==> config.mk <==
export PLATFORM = sky130hd
export DESIGN_NAME = ide_drive_timing_config
export DESIGN_NICKNAME = d
export VERILOG_FILES = /design/src/hdl/ide_timing_pkg.sv /design/src/hdl/ide_drive_timing_config.sv
export VERILOG_INCLUDE_DIRS = /design/src /design/src/hdl
export SDC_FILE = /design/constraint.sdc
export NUM_CORES = 1
export LEC_CHECK = 0
export BUFFER_PORTS_ARGS = -buffer_cell sky130_fd_sc_hd__buf_2
export CAP_MARGIN = 20
export CORE_MARGIN = 2
export CORE_UTILIZATION = 45
export CTS_CLUSTER_DIAMETER = 40
export DETAILED_ROUTE_END_ITERATION = 10
export PLACE_DENSITY = 0.95
export REMOVE_ABC_BUFFERS = 1
export SETUP_SLACK_MARGIN = 0.05
export SLEW_MARGIN = 20
export SYNTH_ARGS = -nofsm -noshare
export SYNTH_HDL_FRONTEND = slang
export SYNTH_SLANG_ARGS = --single-unit
==> constraint.sdc <==
create_clock -name ref_clk -period 3.01 [get_ports ref_clk]
set_clock_uncertainty 0.1 [all_clocks]
set_input_delay 0.4515 -clock ref_clk [delete_from_list [all_inputs] [get_ports ref_clk]]
set_output_delay 0.4515 -clock ref_clk [all_outputs]
set_load 0.01 [all_outputs]
==> src/hdl/ide_timing_regs.svh <==
// offsets, field positions, reset values and timing codes of the block
`ifndef IDE_TIMING_REGS_SVH
`define IDE_TIMING_REGS_SVH

// ----------------------------------------------------------------
// configuration offsets (byte addresses)
// ----------------------------------------------------------------
`define DRIVE1_PIO_TIMING_OFS 8'h44
`define UDMA_ENABLE_CONTROL_OFS 8'h48
`define UDMA_CYCLE_TIMING_OFS 8'h4a
`define UDMA_DWORD_OFS 8'h48

// ----------------------------------------------------------------
// reset values
// ----------------------------------------------------------------
`define DRIVE1_PIO_TIMING_RST 8'h00
`define UDMA_ENABLE_CONTROL_RST 4'h0
`define UDMA_CYCLE_TIMING_RST 16'h0000

// ----------------------------------------------------------------
// field positions
// ----------------------------------------------------------------
`define SEC_DRV1_SAMPLE_POINT_LSB 6
`define SEC_DRV1_RECOVERY_LSB 4
`define PRI_DRV1_SAMPLE_POINT_LSB 2
`define PRI_DRV1_RECOVERY_LSB 0
`define UDMA_ENABLE_WIDTH 4
`define SEC_DRV1_CYCLE_TIME_LSB 12
`define SEC_DRV0_CYCLE_TIME_LSB 8
`define PRI_DRV1_CYCLE_TIME_LSB 4
`define PRI_DRV0_CYCLE_TIME_LSB 0
`define CYCLE_TIME_FIELDS_MASK 16'h3333
`define CYCLE_TIME_BYTE_MASK 8'h33

// ----------------------------------------------------------------
// timing counts in PCI clocks
// ----------------------------------------------------------------
`define SAMPLE_CLKS_CODE0 3'h5
`define SAMPLE_CLKS_CODE1 3'h4
`define SAMPLE_CLKS_CODE2 3'h3
`define RECOVERY_CLKS_MAX 3'h4
`define CT_CLKS_CODE0 3'h4
`define CT_CLKS_CODE1 3'h3
`define CT_CLKS_CODE2 3'h2
`define RP_33_CODE0 5'h06
`define RP_33_CODE1 5'h05
`define RP_33_CODE2 5'h04
`define RP_66 5'h08
`define RP_133 5'h10

`endif

==> src/hdl/ide_timing_pkg.sv <==
// types shared by the drive timing configuration block
package ide_timing_pkg;
   typedef logic [1:0] code_t;
   typedef logic [2:0] clocks_t;
   typedef logic [4:0] stop_clocks_t;
   // decoded ultra dma timing of one drive
   typedef struct packed {
      clocks_t cycleClocks;
      stop_clocks_t stopClocks;
      logic reserved;
   } udma_timing_s;
   // decoded pio timing of one drive 1
   typedef struct packed {
      clocks_t sampleClocks;
      clocks_t recoveryClocks;
      logic reserved;
   } pio_timing_s;
endpackage

==> src/hdl/ide_drive_timing_config.sv <==
// drive 1 pio timing and ultra dma timing configuration registers
`timescale 1ns/100ps
`default_nettype none
`include "ide_timing_regs.svh"

module ide_drive_timing_config
   import ide_timing_pkg::*;
(
   // clock and reset
   input wire logic ref_clk,
   input wire logic reset_n,
   // configuration access
   input wire logic cfgWrite,
   input wire logic cfgRead,
   input wire logic [7:0] cfgAddr,
   input wire logic [3:0] cfgByteEn,
   input wire logic [31:0] cfgWrData,
   output logic [31:0] cfgRdData,
   output logic cfgRdValid,
   // per channel controls, index 0 primary, 1 secondary
   input wire logic [1:0] slaveTimingEnable,
   input wire logic [1:0] drv1FastTimingBank,
   input wire logic [1:0] drv1DataPortAccess,
   // per drive base clocks, index {channel, drive}
   input wire logic [3:0] baseClockSel,
   input wire logic [3:0] fastBaseClock,
   // drive 1 pio timing per channel
   output logic [1:0] slaveTimingActive,
   output clocks_t [1:0] drv1SampleClocks,
   output clocks_t [1:0] drv1RecoveryClocks,
   output logic [1:0] drv1PioReserved,
   // ultra dma per drive, index {channel, drive}
   output logic [3:0] udmaEnable,
   output clocks_t [3:0] strobeCycleTime,
   output stop_clocks_t [3:0] readyToStopInterval,
   output logic [3:0] udmaTimingReserved
);

   // ----------------------------------------------------------------
   // state
   // ----------------------------------------------------------------
   typedef struct packed {
      logic [7:0] drive1PioTiming;
      logic [3:0] udmaEnableControl;
      logic [15:0] udmaCycleTiming;
      logic [31:0] rdData;
      logic rdValid;
   } state_s;

   state_s state_reg;
   state_s state_next;

   // apply byte enables to one byte of stored data
   function automatic logic [7:0] merge_byte(input logic [7:0] old,
      input logic [7:0] wr, input logic en);
      merge_byte = en ? wr : old;
   endfunction

   // pio sample point code to clocks
   function automatic pio_timing_s decode_pio(input code_t sp,
      input code_t rc);
      decode_pio.reserved = (sp == 2'b11);
      case (sp)
         2'b00: decode_pio.sampleClocks = `SAMPLE_CLKS_CODE0;
         2'b01: decode_pio.sampleClocks = `SAMPLE_CLKS_CODE1;
         2'b10: decode_pio.sampleClocks = `SAMPLE_CLKS_CODE2;
         default: decode_pio.sampleClocks = 3'h0;
      endcase
      // 00..11 gives 4..1 clocks
      decode_pio.recoveryClocks = `RECOVERY_CLKS_MAX - {1'b0, rc};
   endfunction

   // ultra dma cycle code to clocks for the chosen base clock
   function automatic udma_timing_s decode_udma(input code_t ct,
      input logic base66, input logic fast133);
      decode_udma.cycleClocks = 3'h0;
      decode_udma.stopClocks = 5'h00;
      decode_udma.reserved = 1'b1;
      if (fast133) begin
         if (ct == 2'b01) begin
            decode_udma.cycleClocks = `CT_CLKS_CODE1;
            decode_udma.stopClocks = `RP_133;
            decode_udma.reserved = 1'b0;
         end
      end else if (base66) begin
         case (ct)
            2'b01: begin
               decode_udma.cycleClocks = `CT_CLKS_CODE1;
               decode_udma.stopClocks = `RP_66;
               decode_udma.reserved = 1'b0;
            end
            2'b10: begin
               decode_udma.cycleClocks = `CT_CLKS_CODE2;
               decode_udma.stopClocks = `RP_66;
               decode_udma.reserved = 1'b0;
            end
            default: decode_udma.reserved = 1'b1;
         endcase
      end else begin
         case (ct)
            2'b00: begin
               decode_udma.cycleClocks = `CT_CLKS_CODE0;
               decode_udma.stopClocks = `RP_33_CODE0;
               decode_udma.reserved = 1'b0;
            end
            2'b01: begin
               decode_udma.cycleClocks = `CT_CLKS_CODE1;
               decode_udma.stopClocks = `RP_33_CODE1;
               decode_udma.reserved = 1'b0;
            end
            2'b10: begin
               decode_udma.cycleClocks = `CT_CLKS_CODE2;
               decode_udma.stopClocks = `RP_33_CODE2;
               decode_udma.reserved = 1'b0;
            end
            default: decode_udma.reserved = 1'b1;
         endcase
      end
   endfunction

   // ----------------------------------------------------------------
   // register access
   // ----------------------------------------------------------------
   // next state: byte-enabled writes, registered read data
   always_comb begin
      state_next = state_reg;
      state_next.rdValid = cfgRead;
      if (cfgWrite && cfgAddr == `DRIVE1_PIO_TIMING_OFS) begin
         state_next.drive1PioTiming = merge_byte(state_reg.drive1PioTiming,
            cfgWrData[7:0], cfgByteEn[0]);
      end
      if (cfgWrite && cfgAddr == `UDMA_DWORD_OFS) begin
         if (cfgByteEn[0]) begin
            state_next.udmaEnableControl = cfgWrData[3:0];
         end
         state_next.udmaCycleTiming[7:0] = merge_byte(
            state_reg.udmaCycleTiming[7:0],
            cfgWrData[23:16] & `CYCLE_TIME_BYTE_MASK,
            cfgByteEn[2]);
         state_next.udmaCycleTiming[15:8] = merge_byte(
            state_reg.udmaCycleTiming[15:8],
            cfgWrData[31:24] & `CYCLE_TIME_BYTE_MASK, cfgByteEn[3]);
      end
      if (cfgRead) begin
         case (cfgAddr)
            `DRIVE1_PIO_TIMING_OFS:
               state_next.rdData = {24'h000000, state_reg.drive1PioTiming};
            `UDMA_DWORD_OFS:
               state_next.rdData = {state_reg.udmaCycleTiming, 12'h000,
                  state_reg.udmaEnableControl};
            default: state_next.rdData = 32'h00000000; // unmapped
         endcase
      end
   end

   // state register, cleared to zero at reset
   always_ff @(posedge ref_clk or negedge reset_n) begin
      if (!reset_n) begin
         state_reg <= '0;
      end else begin
         state_reg <= state_next;
      end
   end

   assign cfgRdData = state_reg.rdData;
   assign cfgRdValid = state_reg.rdValid;

   // ----------------------------------------------------------------
   // decoded timing
   // ----------------------------------------------------------------
   pio_timing_s pioDec [2];
   udma_timing_s udmaDec [4];

   // per channel drive 1 pio timing
   assign pioDec[0] = decode_pio(
      state_reg.drive1PioTiming[`PRI_DRV1_SAMPLE_POINT_LSB +: 2],
      state_reg.drive1PioTiming[`PRI_DRV1_RECOVERY_LSB +: 2]);
   assign pioDec[1] = decode_pio(
      state_reg.drive1PioTiming[`SEC_DRV1_SAMPLE_POINT_LSB +: 2],
      state_reg.drive1PioTiming[`SEC_DRV1_RECOVERY_LSB +: 2]);

   genvar g;
   generate
      for (g = 0; g < 2; g++) begin : gen_chan
         // slave timing used only on drive 1 data port with bit 14 set
         assign slaveTimingActive[g] = drv1DataPortAccess[g] &
            slaveTimingEnable[g] & drv1FastTimingBank[g];
         assign drv1SampleClocks[g] = pioDec[g].sampleClocks;
         assign drv1RecoveryClocks[g] = pioDec[g].recoveryClocks;
         assign drv1PioReserved[g] = pioDec[g].reserved;
      end
      for (g = 0; g < 4; g++) begin : gen_drive
         // field g sits at bit 4*g; index 3 sec drv1, 2 sec drv0
         assign udmaDec[g] = decode_udma(
            state_reg.udmaCycleTiming[4*g +: 2], baseClockSel[g],
            fastBaseClock[g]);
         assign udmaEnable[g] = state_reg.udmaEnableControl[g];
         assign strobeCycleTime[g] = udmaDec[g].cycleClocks;
         assign readyToStopInterval[g] = udmaDec[g].stopClocks;
         assign udmaTimingReserved[g] = udmaDec[g].reserved;
      end
   endgenerate
endmodule

`default_nettype wire

# Yosys cells after proc, flatten, opt, wreduce, memory -nomap -nowiden
# Index checks and enable logic that the tools add are counted.
dict set report totals {
  register_bits 53
  input_bits 62
}
dict set report classes {
  n_addsub 2
  eq_ne 16
  mux 31
  n_bitwise 4
  reduce_logical 20
}
# cell n
set op_table {}
lappend op_table {{8-bit case mux with 3 select lines} 4}
lappend op_table {{9-bit two-way mux} 8}
lappend op_table {{30-bit case mux with 2 select lines} 1}
lappend op_table {{7-bit case mux with 2 select lines} 4}
lappend op_table {{8-bit two-way mux} 4}
lappend op_table {{3-bit case mux with 3 select lines} 2}
lappend op_table {{2-bit == test, second input constant} 8}
lappend op_table {{8-bit by 7-bit == test with 1-bit output, second input constant} 2}
lappend op_table {{2-bit by 1-bit == test with 1-bit output, second input constant} 6}
lappend op_table {{2-bit zero test} 6}
lappend op_table {{3-bit OR reduction} 4}
lappend op_table {{1-bit two-way mux} 8}
lappend op_table {{2-bit AND reduction} 4}
lappend op_table {{2-bit OR reduction} 4}
lappend op_table {{3-bit by 2-bit subtractor with 3-bit output, first input constant} 2}
lappend op_table {{1-bit bitwise AND} 4}
lappend op_table {{1-bit logical AND} 2}

# Logic depth before layout (Yosys ltp)
# Gate-level depths: netlist (run 1).
dict set report logic_depth {
  ltp_word 5
  mapped_depth 4
  ltp_nobuf 4
}

# Worst setup path before layout (run 1)
# Ideal clock, no wire load.
dict set report synth_path {
  path_kind {flip-flop to output port}
  from {register state_reg[33] (netlist name)}
  to {output port udmaTimingReserved[0]}
  t_arrival_ns 1.267
  path_slack_ns 1.192
  stages_incl_launch_ff 5
  cell_sequence {dfrtp_1 inv_1 ha_1 and3b_1 nor3_1}
}
dict set report synth_between {
  elab_chain_cells 5
  elab_cells_between_ends 10
}
# element line
set synth_lines {}
lappend synth_lines {{start, declared} ide_drive_timing_config.sv:50} ;# state_s state_reg;
lappend synth_lines {{start signal, assigned} ide_drive_timing_config.sv:161} ;# state_reg <= state_next;
lappend synth_lines {{2-bit by 1-bit == test with 1-bit output, or another cell as far along} {ide_drive_timing_config.sv:80, ide_drive_timing_config.sv:86, ide_drive_timing_config.sv:100}}
lappend synth_lines {{3-bit OR reduction (no source line) / 2-bit OR reduction (equally long branches)} n/a}
lappend synth_lines {{1-bit two-way mux, on equally long branches} {ide_drive_timing_config.sv:100, ide_drive_timing_config.sv:86}}
lappend synth_lines {{9-bit two-way mux} ide_drive_timing_config.sv:85} ;# end else if (base66) begin
lappend synth_lines {{9-bit two-way mux (*)} ide_drive_timing_config.sv:79} ;# if (fast133) begin
lappend synth_lines {{end, declared} ide_drive_timing_config.sv:36} ;# output logic [3:0] udmaTimingReserved
# Every way passes the cells marked *; elsewhere a longest branch is shown, timed or not.

# Final worst setup path (run 1)
# Ends and elaborated chain as after synthesis.

==> metrics.csv, run 1 <==
stage,metric,value,unit
critical_path,Crit path arrival time,1.60,ns
critical_path,worst r2r dst,cfgRdData[2],
sta,min cycle time layout,2.153,ns
global_routing,GRT met1 Usage,0.1959,
yosys,register area share after synthesis,0.4055,
global_routing,global-route usage over all layers,0.1740,
sta,"Slew Viols, Final",0,
detailed_routing,DRT Pass-1 Iters,4,
detailed_routing,WL final,4973,um
run,Max-cap violations,0,
power_and_ir_drop,VDD IR max,0.2438,mV
critical_path,Required @ worst endpoint,2.46,ns
critical_path,Critical Path Slowest Stage Cell,dfrtp_1,
critical_path,crit path kind,reg -> out,
clock_tree,clock-pin slew on the worst setup and hold paths,0.07,ns
global_routing,GRT overflow,0,
power_and_ir_drop,Power per Cell Area,359.1,nW/um^2
clock_tree,htree depth,2,
critical_path,crit end category,output port,
clock_tree,CTS tree,yes,
critical_path,kind of start point of the critical path,register,
final_layout,Layout fillers,437,
sta,Slew @ Worst Pin,0.8337,ns
detailed_routing,Final ANT Viol Nets,0,
detailed_routing,DR vias/cell,4.835,
clock_tree,post-CTS setup buffers,0,
final_layout,ant diodes,0,
global_routing,vias in the first global route,1586,
global_routing,grt peak-use layer,met2,
sta,normalized max-slew margin,0.4442,
detailed_routing,residual DRC count,0,
sta,Final period util,0.7153,
sta,RSZ-0062 raised after global routing,false,
yosys,#FFs+latches synth,37,
final_layout,Non-Filler Instances,364,
floorplanning,core area,4817,um^2
final_layout,fraction of layout cells with a size suffix above 1,0.5118,
placed_design,input/output buffers,117,
global_routing,largest net degree at the start of global routing,38,
yosys,Mean Syn Cell Area,11.25,um^2
sta,setup TNS,0,ns
sta,final hold vios,0,
global_routing,global routing met3 resource utilization,0.05756,
critical_path,Buffers & Inverters on Critical Path,2,
detailed_routing,Via Count,1760,
placed_design,global placer's final weighted congestion,0.7356,
global_routing,met2 usage,0.3187,
critical_path,Worst path top cell family by delay,flip-flops,
placed_design,Post-DP HPWL,3894,um
clock_tree,# hold bufs at CTS,0,
power_and_ir_drop,Leakage,1.616,nW
clock_tree,clock buffer count from CTS,5,
yosys,Synth Instances,203,
floorplanning,Die Span X,75.24,um
floorplanning,I/O Pins,151,
yosys,Yosys cell types,26,
floorplanning,Die Y,75.24,um
clock_tree,post_cts resized,0,
sta,setup violators final,0,
final_layout,area delta synth->final,21.04,%
critical_path,reg2reg path depth,2,
clock_tree,"Clk Latency, worst-skew pair",0.28,ns
critical_path,Crit Path Max Fanout,6,
sta,Fmax achieved,0.4644,GHz
min_path,class of the worst hold path,in -> async,
critical_path,CP Cell Sequence,"inv_1, ha_1, and3b_1, nor3_1, buf_2",
floorplanning,full die area,5660,um^2
placed_design,DP Cell Count,357,
clock_tree,clock sink count,37,
critical_path,Worst Setup SP,state_reg[33],
detailed_routing,initial drt markers,56,
clock_tree,worst-case clock buffer depth,2,
final_layout,Nets,376,
yosys,synth warn,0,
status,run status,finished clean,
floorplanning,Rows,25,
global_routing,global-route wire length before repair,7279,um
critical_path,worst reg2reg startpoint,cfgRdData[2],
critical_path,Max stage delay on crit path,0.44,ns
critical_path,R2R setup slack,2.01,ns
clock_tree,Root Buffer,clkbuf_8,
detailed_routing,WL/cell,13.66,um
global_routing,initial antenna violation count,0,
yosys,Netlist Area Pre-Place,2283,um^2
floorplanning,starting density of the core,0.4740,
[cells by family (layout without fill, tap and decap cells)]
group                      count (synthesis)  in the layout  share of synthesized area
AOI/OAI and AO/OA                         16             16                    0.06356
adders and majority gates                 17             17                    0.09315
buffers and inverters                     62            141                     0.1731
DFF                                       37             37                     0.4055
muxes                                     24             24                     0.1184
other                                      1             16                   0.001642
and+or+nand+nor                           46             46                     0.1447
[Yosys cell counts]
| library cell | instances | area, um^2 |
|---|---|---|
| a221o_1 | 4 | 40.04 |
| a22o_1 | 12 | 105.1 |
| and2_1 | 4 | 25.02 |
| and3_1 | 2 | 12.51 |
| and3_2 | 1 | 7.510 |
| and3b_1 | 4 | 35.03 |
| and4_1 | 2 | 17.52 |
| and4_2 | 1 | 10.01 |
| buf_2 | 1 | 5.000 |
| buf_4 | 43 | 322.8 |
| clkbuf_1 | 1 | 3.750 |
| conb_1 | 1 | 3.750 |
| dfrtp_1 | 37 | 925.9 |
| ha_1 | 17 | 212.7 |
| inv_1 | 17 | 63.81 |
| mux2_2 | 24 | 270.3 |
| nand2_1 | 1 | 3.750 |
| nand4_2 | 1 | 12.51 |
| nand4b_1 | 1 | 8.760 |
| nor2_1 | 5 | 18.77 |
| nor2b_1 | 5 | 31.28 |
| nor3_1 | 8 | 40.04 |
| nor3b_1 | 8 | 60.06 |
| nor4b_1 | 1 | 8.760 |
| nor4b_2 | 1 | 15.01 |
| nor4b_4 | 1 | 23.77 |
[per-layer routing]
| metal | part of all wire | up-vias |
|---|---|---|
| met5 | 0 | - |
| met1 | 0.39 | 835 |
| met2 | 0.52 | 93 |
| li1 | - | 830 |
| met4 | 0.0038 | 0 |
| met3 | 0.092 | 2 |
[layout by cell type (no fill, tap or decap), drive strengths merged]
| cell type | instances |
|---|---|
| dfrtp | 37 |
| and4 | 3 |
| conb | 16 |
| ha | 17 |
| and2 | 4 |
| nand4b | 1 |
| nor2b | 5 |
| nor3b | 8 |
| nor2 | 5 |
| and3b | 4 |
| buf | 117 |
| a221o | 4 |
| inv | 17 |
| nand4 | 1 |
| and3 | 3 |
| clkbuf | 7 |
| mux2 | 24 |
| nor4b | 3 |
| nor3 | 8 |
| a22o | 12 |
| nand2 | 1 |
[cell type report]
cell class,count,area (um^2),area share
Sequential cell,37,925.9,0.3350
Clock buffer,7,86.33,0.03124
Multi-Input combinational cell,119,1018,0.3685
Tap cell,67,83.83,0.03033
Inverter,17,63.81,0.02309
Timing Repair Buffer,117,585.6,0.2119
[per-stage QoR]
stage          cell area [um^2]  power, mW  hold slack, ns    util  setup WS, ns
2_1_floorplan              2008     0.5818         0.05591       -         1.192
3_3_place_gp               2678     0.6536          0.3878  0.5558         1.049
3_5_place_dp               2678     0.6598          0.3916  0.5558         1.008
4_1_cts                    2764      1.005          0.1854  0.5738        0.8326
5_1_grt                    2764      1.043          0.2343  0.5738        0.7055
6_report                   2764     0.9924          0.1707  0.5738        0.8569
[worst max path at each step]
stage | endpoint | slack [ns] | cells past startpoint
2_1_floorplan | udmaTimingReserved[0] | 1.19 | 4
3_3_place_gp | state_reg[42] | 1.05 | 4
3_5_place_dp | state_reg[55] | 1.01 | 4
4_1_cts | udmaTimingReserved[2] | 0.83 | 5
5_1_grt | udmaTimingReserved[2] | 0.71 | 5
6_report | udmaTimingReserved[0] | 0.86 | 5
[power breakdown]
group / total [mW] / switching (mW) / internal, mW
Clock: 0.343 / 0.162 / 0.182
Combinational: 0.136 / 0.0774 / 0.0588
Sequential: 0.513 / 0.00764 / 0.505
Total: 0.992 / 0.247 / 0.745
(Power assumes the default switching activity.)
==> run 2: changes to the inputs <==
Settings changed: CORE_UTILIZATION 45 to 42, PLACE_DENSITY 0.95 to 0.91.
Clock period 3.01 ns to 2 ns, I/O delays scaled along.
==> metrics.csv, run 2 (synthesized netlist as in run 1, its figures left out) <==
stage,metric,value,unit,change
sta,Fmax achieved,0.5266,GHz,
critical_path,reg2reg path depth,2,,unchanged
clock_tree,clock sink count,37,,unchanged
clock_tree,htree depth,2,,unchanged
placed_design,Setup WS pre-CTS,0.1396,ns,was 1.008 ns
final_layout,ant diodes,0,,unchanged
min_path,HP Start,cfgRead,,
critical_path,kind of start point of the critical path,register,,unchanged
detailed_routing,residual DRC count,0,,unchanged
min_path,Worst Hold Depth,1,,
status,run status,finished clean,,unchanged
global_routing,largest net degree at the start of global routing,38,,unchanged
placed_design,Post-DP HPWL,3986,um,was 3894 um
detailed_routing,DR vias/cell,4.822,,was 4.835
floorplanning,starting density of the core,0.4415,,was 0.4740
global_routing,global-route usage over all layers,0.1728,,was 0.1740
detailed_routing,Via Count,1837,,was 1760
global_routing,global-route wire length before repair,8183,um,was 7279 um
final_layout,Nets,389,,was 376
detailed_routing,DRT Pass-1 Iters,4,,unchanged
floorplanning,core area,5172,um^2,was 4817 um^2
final_layout,Util after Layout,0.5769,,was 0.5738
clock_tree,worst-case clock buffer depth,2,,unchanged
placed_design,global placer's final weighted congestion,0.7314,,was 0.7356
critical_path,Crit path arrival time,1.50,ns,was 1.60 ns
power_and_ir_drop,VDD IR max,0.4631,mV,was 0.2438 mV
critical_path,Max stage delay on crit path,0.42,ns,was 0.44 ns
critical_path,Critical Path Slowest Stage Cell,dfrtp_1,,unchanged
placed_design,input/output buffers,117,,unchanged
run,Max-cap violations,0,,unchanged
power_and_ir_drop,sw frac,0.2526,,was 0.2488
sta,setup violators final,0,,unchanged
critical_path,Worst Setup SP,state_reg[38],,was state_reg[33]
final_layout,Non-Filler Instances,381,,was 364
floorplanning,Die Y,77.74,um,was 75.24 um
critical_path,crit end category,output port,,unchanged
power_and_ir_drop,switching pwr,398.3,uW,was 246.9 uW
clock_tree,CTS tree,yes,,unchanged
clock_tree,Root Buffer,clkbuf_8,,unchanged
sta,Setup WS post-layout,0.1010,ns,was 0.8569 ns
floorplanning,Rows,26,,was 25
global_routing,GRT overflow,0,,unchanged
final_layout,Layout fillers,456,,was 437
global_routing,initial antenna violation count,0,,unchanged
power_and_ir_drop,Leakage,1.709,nW,was 1.616 nW
clock_tree,"Clk Latency, worst-skew pair",0.28,ns,about the same
detailed_routing,Final ANT Viol Nets,0,,unchanged
detailed_routing,WL/cell,14.34,um,was 13.66 um
floorplanning,I/O Pins,151,,unchanged
sta,min cycle time layout,1.899,ns,
critical_path,Required @ worst endpoint,1.60,ns,was 2.46 ns
clock_tree,clock-pin slew on the worst setup and hold paths,0.07,ns,about the same
critical_path,worst reg2reg startpoint,state_reg[37],,was cfgRdData[2]
min_path,class of the worst hold path,in -> reg,,was in -> async
power_and_ir_drop,Final Power,1.577,mW,was 992.4 uW
final_layout,area delta synth->final,30.68,%,was 21.04%
final_layout,"most common cell after layout, fill and taps aside",buf_2,,unchanged
placed_design,DP Cell Count,361,,was 357
power_and_ir_drop,register share of total power,0.489,,was 0.517
sta,setup TNS,0,ns,unchanged
global_routing,vias in the first global route,1728,,was 1586
sta,"Slew Viols, Final",0,,unchanged
critical_path,crit path kind,reg -> out,,unchanged
power_and_ir_drop,Clk network pwr share,0.362,,was 0.346
sta,RSZ-0062 raised after global routing,true,,was false
final_layout,most frequent cells in the layout,"buf_2, dfrtp_1, mux2_2",,unchanged
detailed_routing,initial drt markers,40,,was 56
clock_tree,clock buffer count from CTS,5,,unchanged
power_and_ir_drop,Comb power frac,0.150,,was 0.137
floorplanning,Die Span X,77.74,um,was 75.24 um
final_layout,fraction of layout cells with a size suffix above 1,0.6013,,was 0.5118
sta,final hold vios,0,,unchanged
power_and_ir_drop,Power per Cell Area,528.4,nW/um^2,was 359.1 nW/um^2
power_and_ir_drop,internal power,1.178,mW,was 745.5 uW
sta,Final period util,0.9495,,
critical_path,CP Cell Sequence,"inv_2, ha_4, and3b_1, nor3_1, buf_2",,"was inv_1, ha_1, and3b_1, nor3_1, buf_2"
detailed_routing,WL final,5463,um,was 4973 um
critical_path,Crit Path Max Fanout,4,,was 6
floorplanning,full die area,6043,um^2,was 5660 um^2
==> run 2: through the flow <==
step,cell area (um^2),hold slack [ns]
3_5_place_dp,2701,0.1832
5_1_grt,2984,0.09482
3_3_place_gp,2701,0.1725
4_1_cts,2888,0.1060
6_report,2984,0.1141
2_1_floorplan,2008,-0.09559
==> run 2: final cells by class <==
type | count | area (um^2) | share of cell area
clock buffer | 7 | 96.34 | 0.03229
tap | 70 | 87.58 | 0.02935
multi-input combinational | 119 | 1105 | 0.3702
inverter | 17 | 63.81 | 0.02138
timing repair buffer | 130 | 698.2 | 0.2340
clock inverter | 1 | 5.005 | 0.001677
sequential | 37 | 928.4 | 0.3111
==> run 2: per-layer routing <==
layer,vias up,part of all wire,track usage
li1,857,-,-
met1,891,0.37,0.1847
met2,84,0.55,0.3276
met3,5,0.077,0.05581
met4,0,0.0073,0.03750
met5,-,0,0
==> run 2: final timing paths <==
kind	endpoint	slack (ns)
worst max-delay path	udmaTimingReserved[1]	0.10
worst min-delay path	cfgRdValid	0.11
worst max register to register	state_reg[37]	0.95
worst min register to register	cfgRdData[17]	0.41
max in group asynchronous	state_reg[33]	1.20
min in group asynchronous	state_reg[55]	0.40
==> run 2: power groups by stage <==
stage | Sequential (mW) | Combinational (mW) | Clock (mW)
after global routing | 0.772 | 0.261 | 0.638
after floorplan | 0.785 | 0.0901 | 0
final | 0.770 | 0.236 | 0.570
after detailed placement | 0.786 | 0.212 | 0
after global placement | 0.785 | 0.204 | 0
after CTS | 0.769 | 0.225 | 0.591
==> run 2: repair_timing <==
item / CTS / global route
endpoints found under the hold margin: 37 / 0
setup endpoints to repair: 4 / 4
pin swaps: 3 / 7
hold buffers: 1 / 0
buffers inserted: 8 / 3
gates resized for setup: 3 / 19
==> run 2: critical path, delay by kind of cell, from the launching register on <==
kind,cells,cell delay [ns]
buffers and inverters,2,0.26
and+or+nand+nor,2,0.33
adders and majority gates,1,0.20
DFF,1,0.42
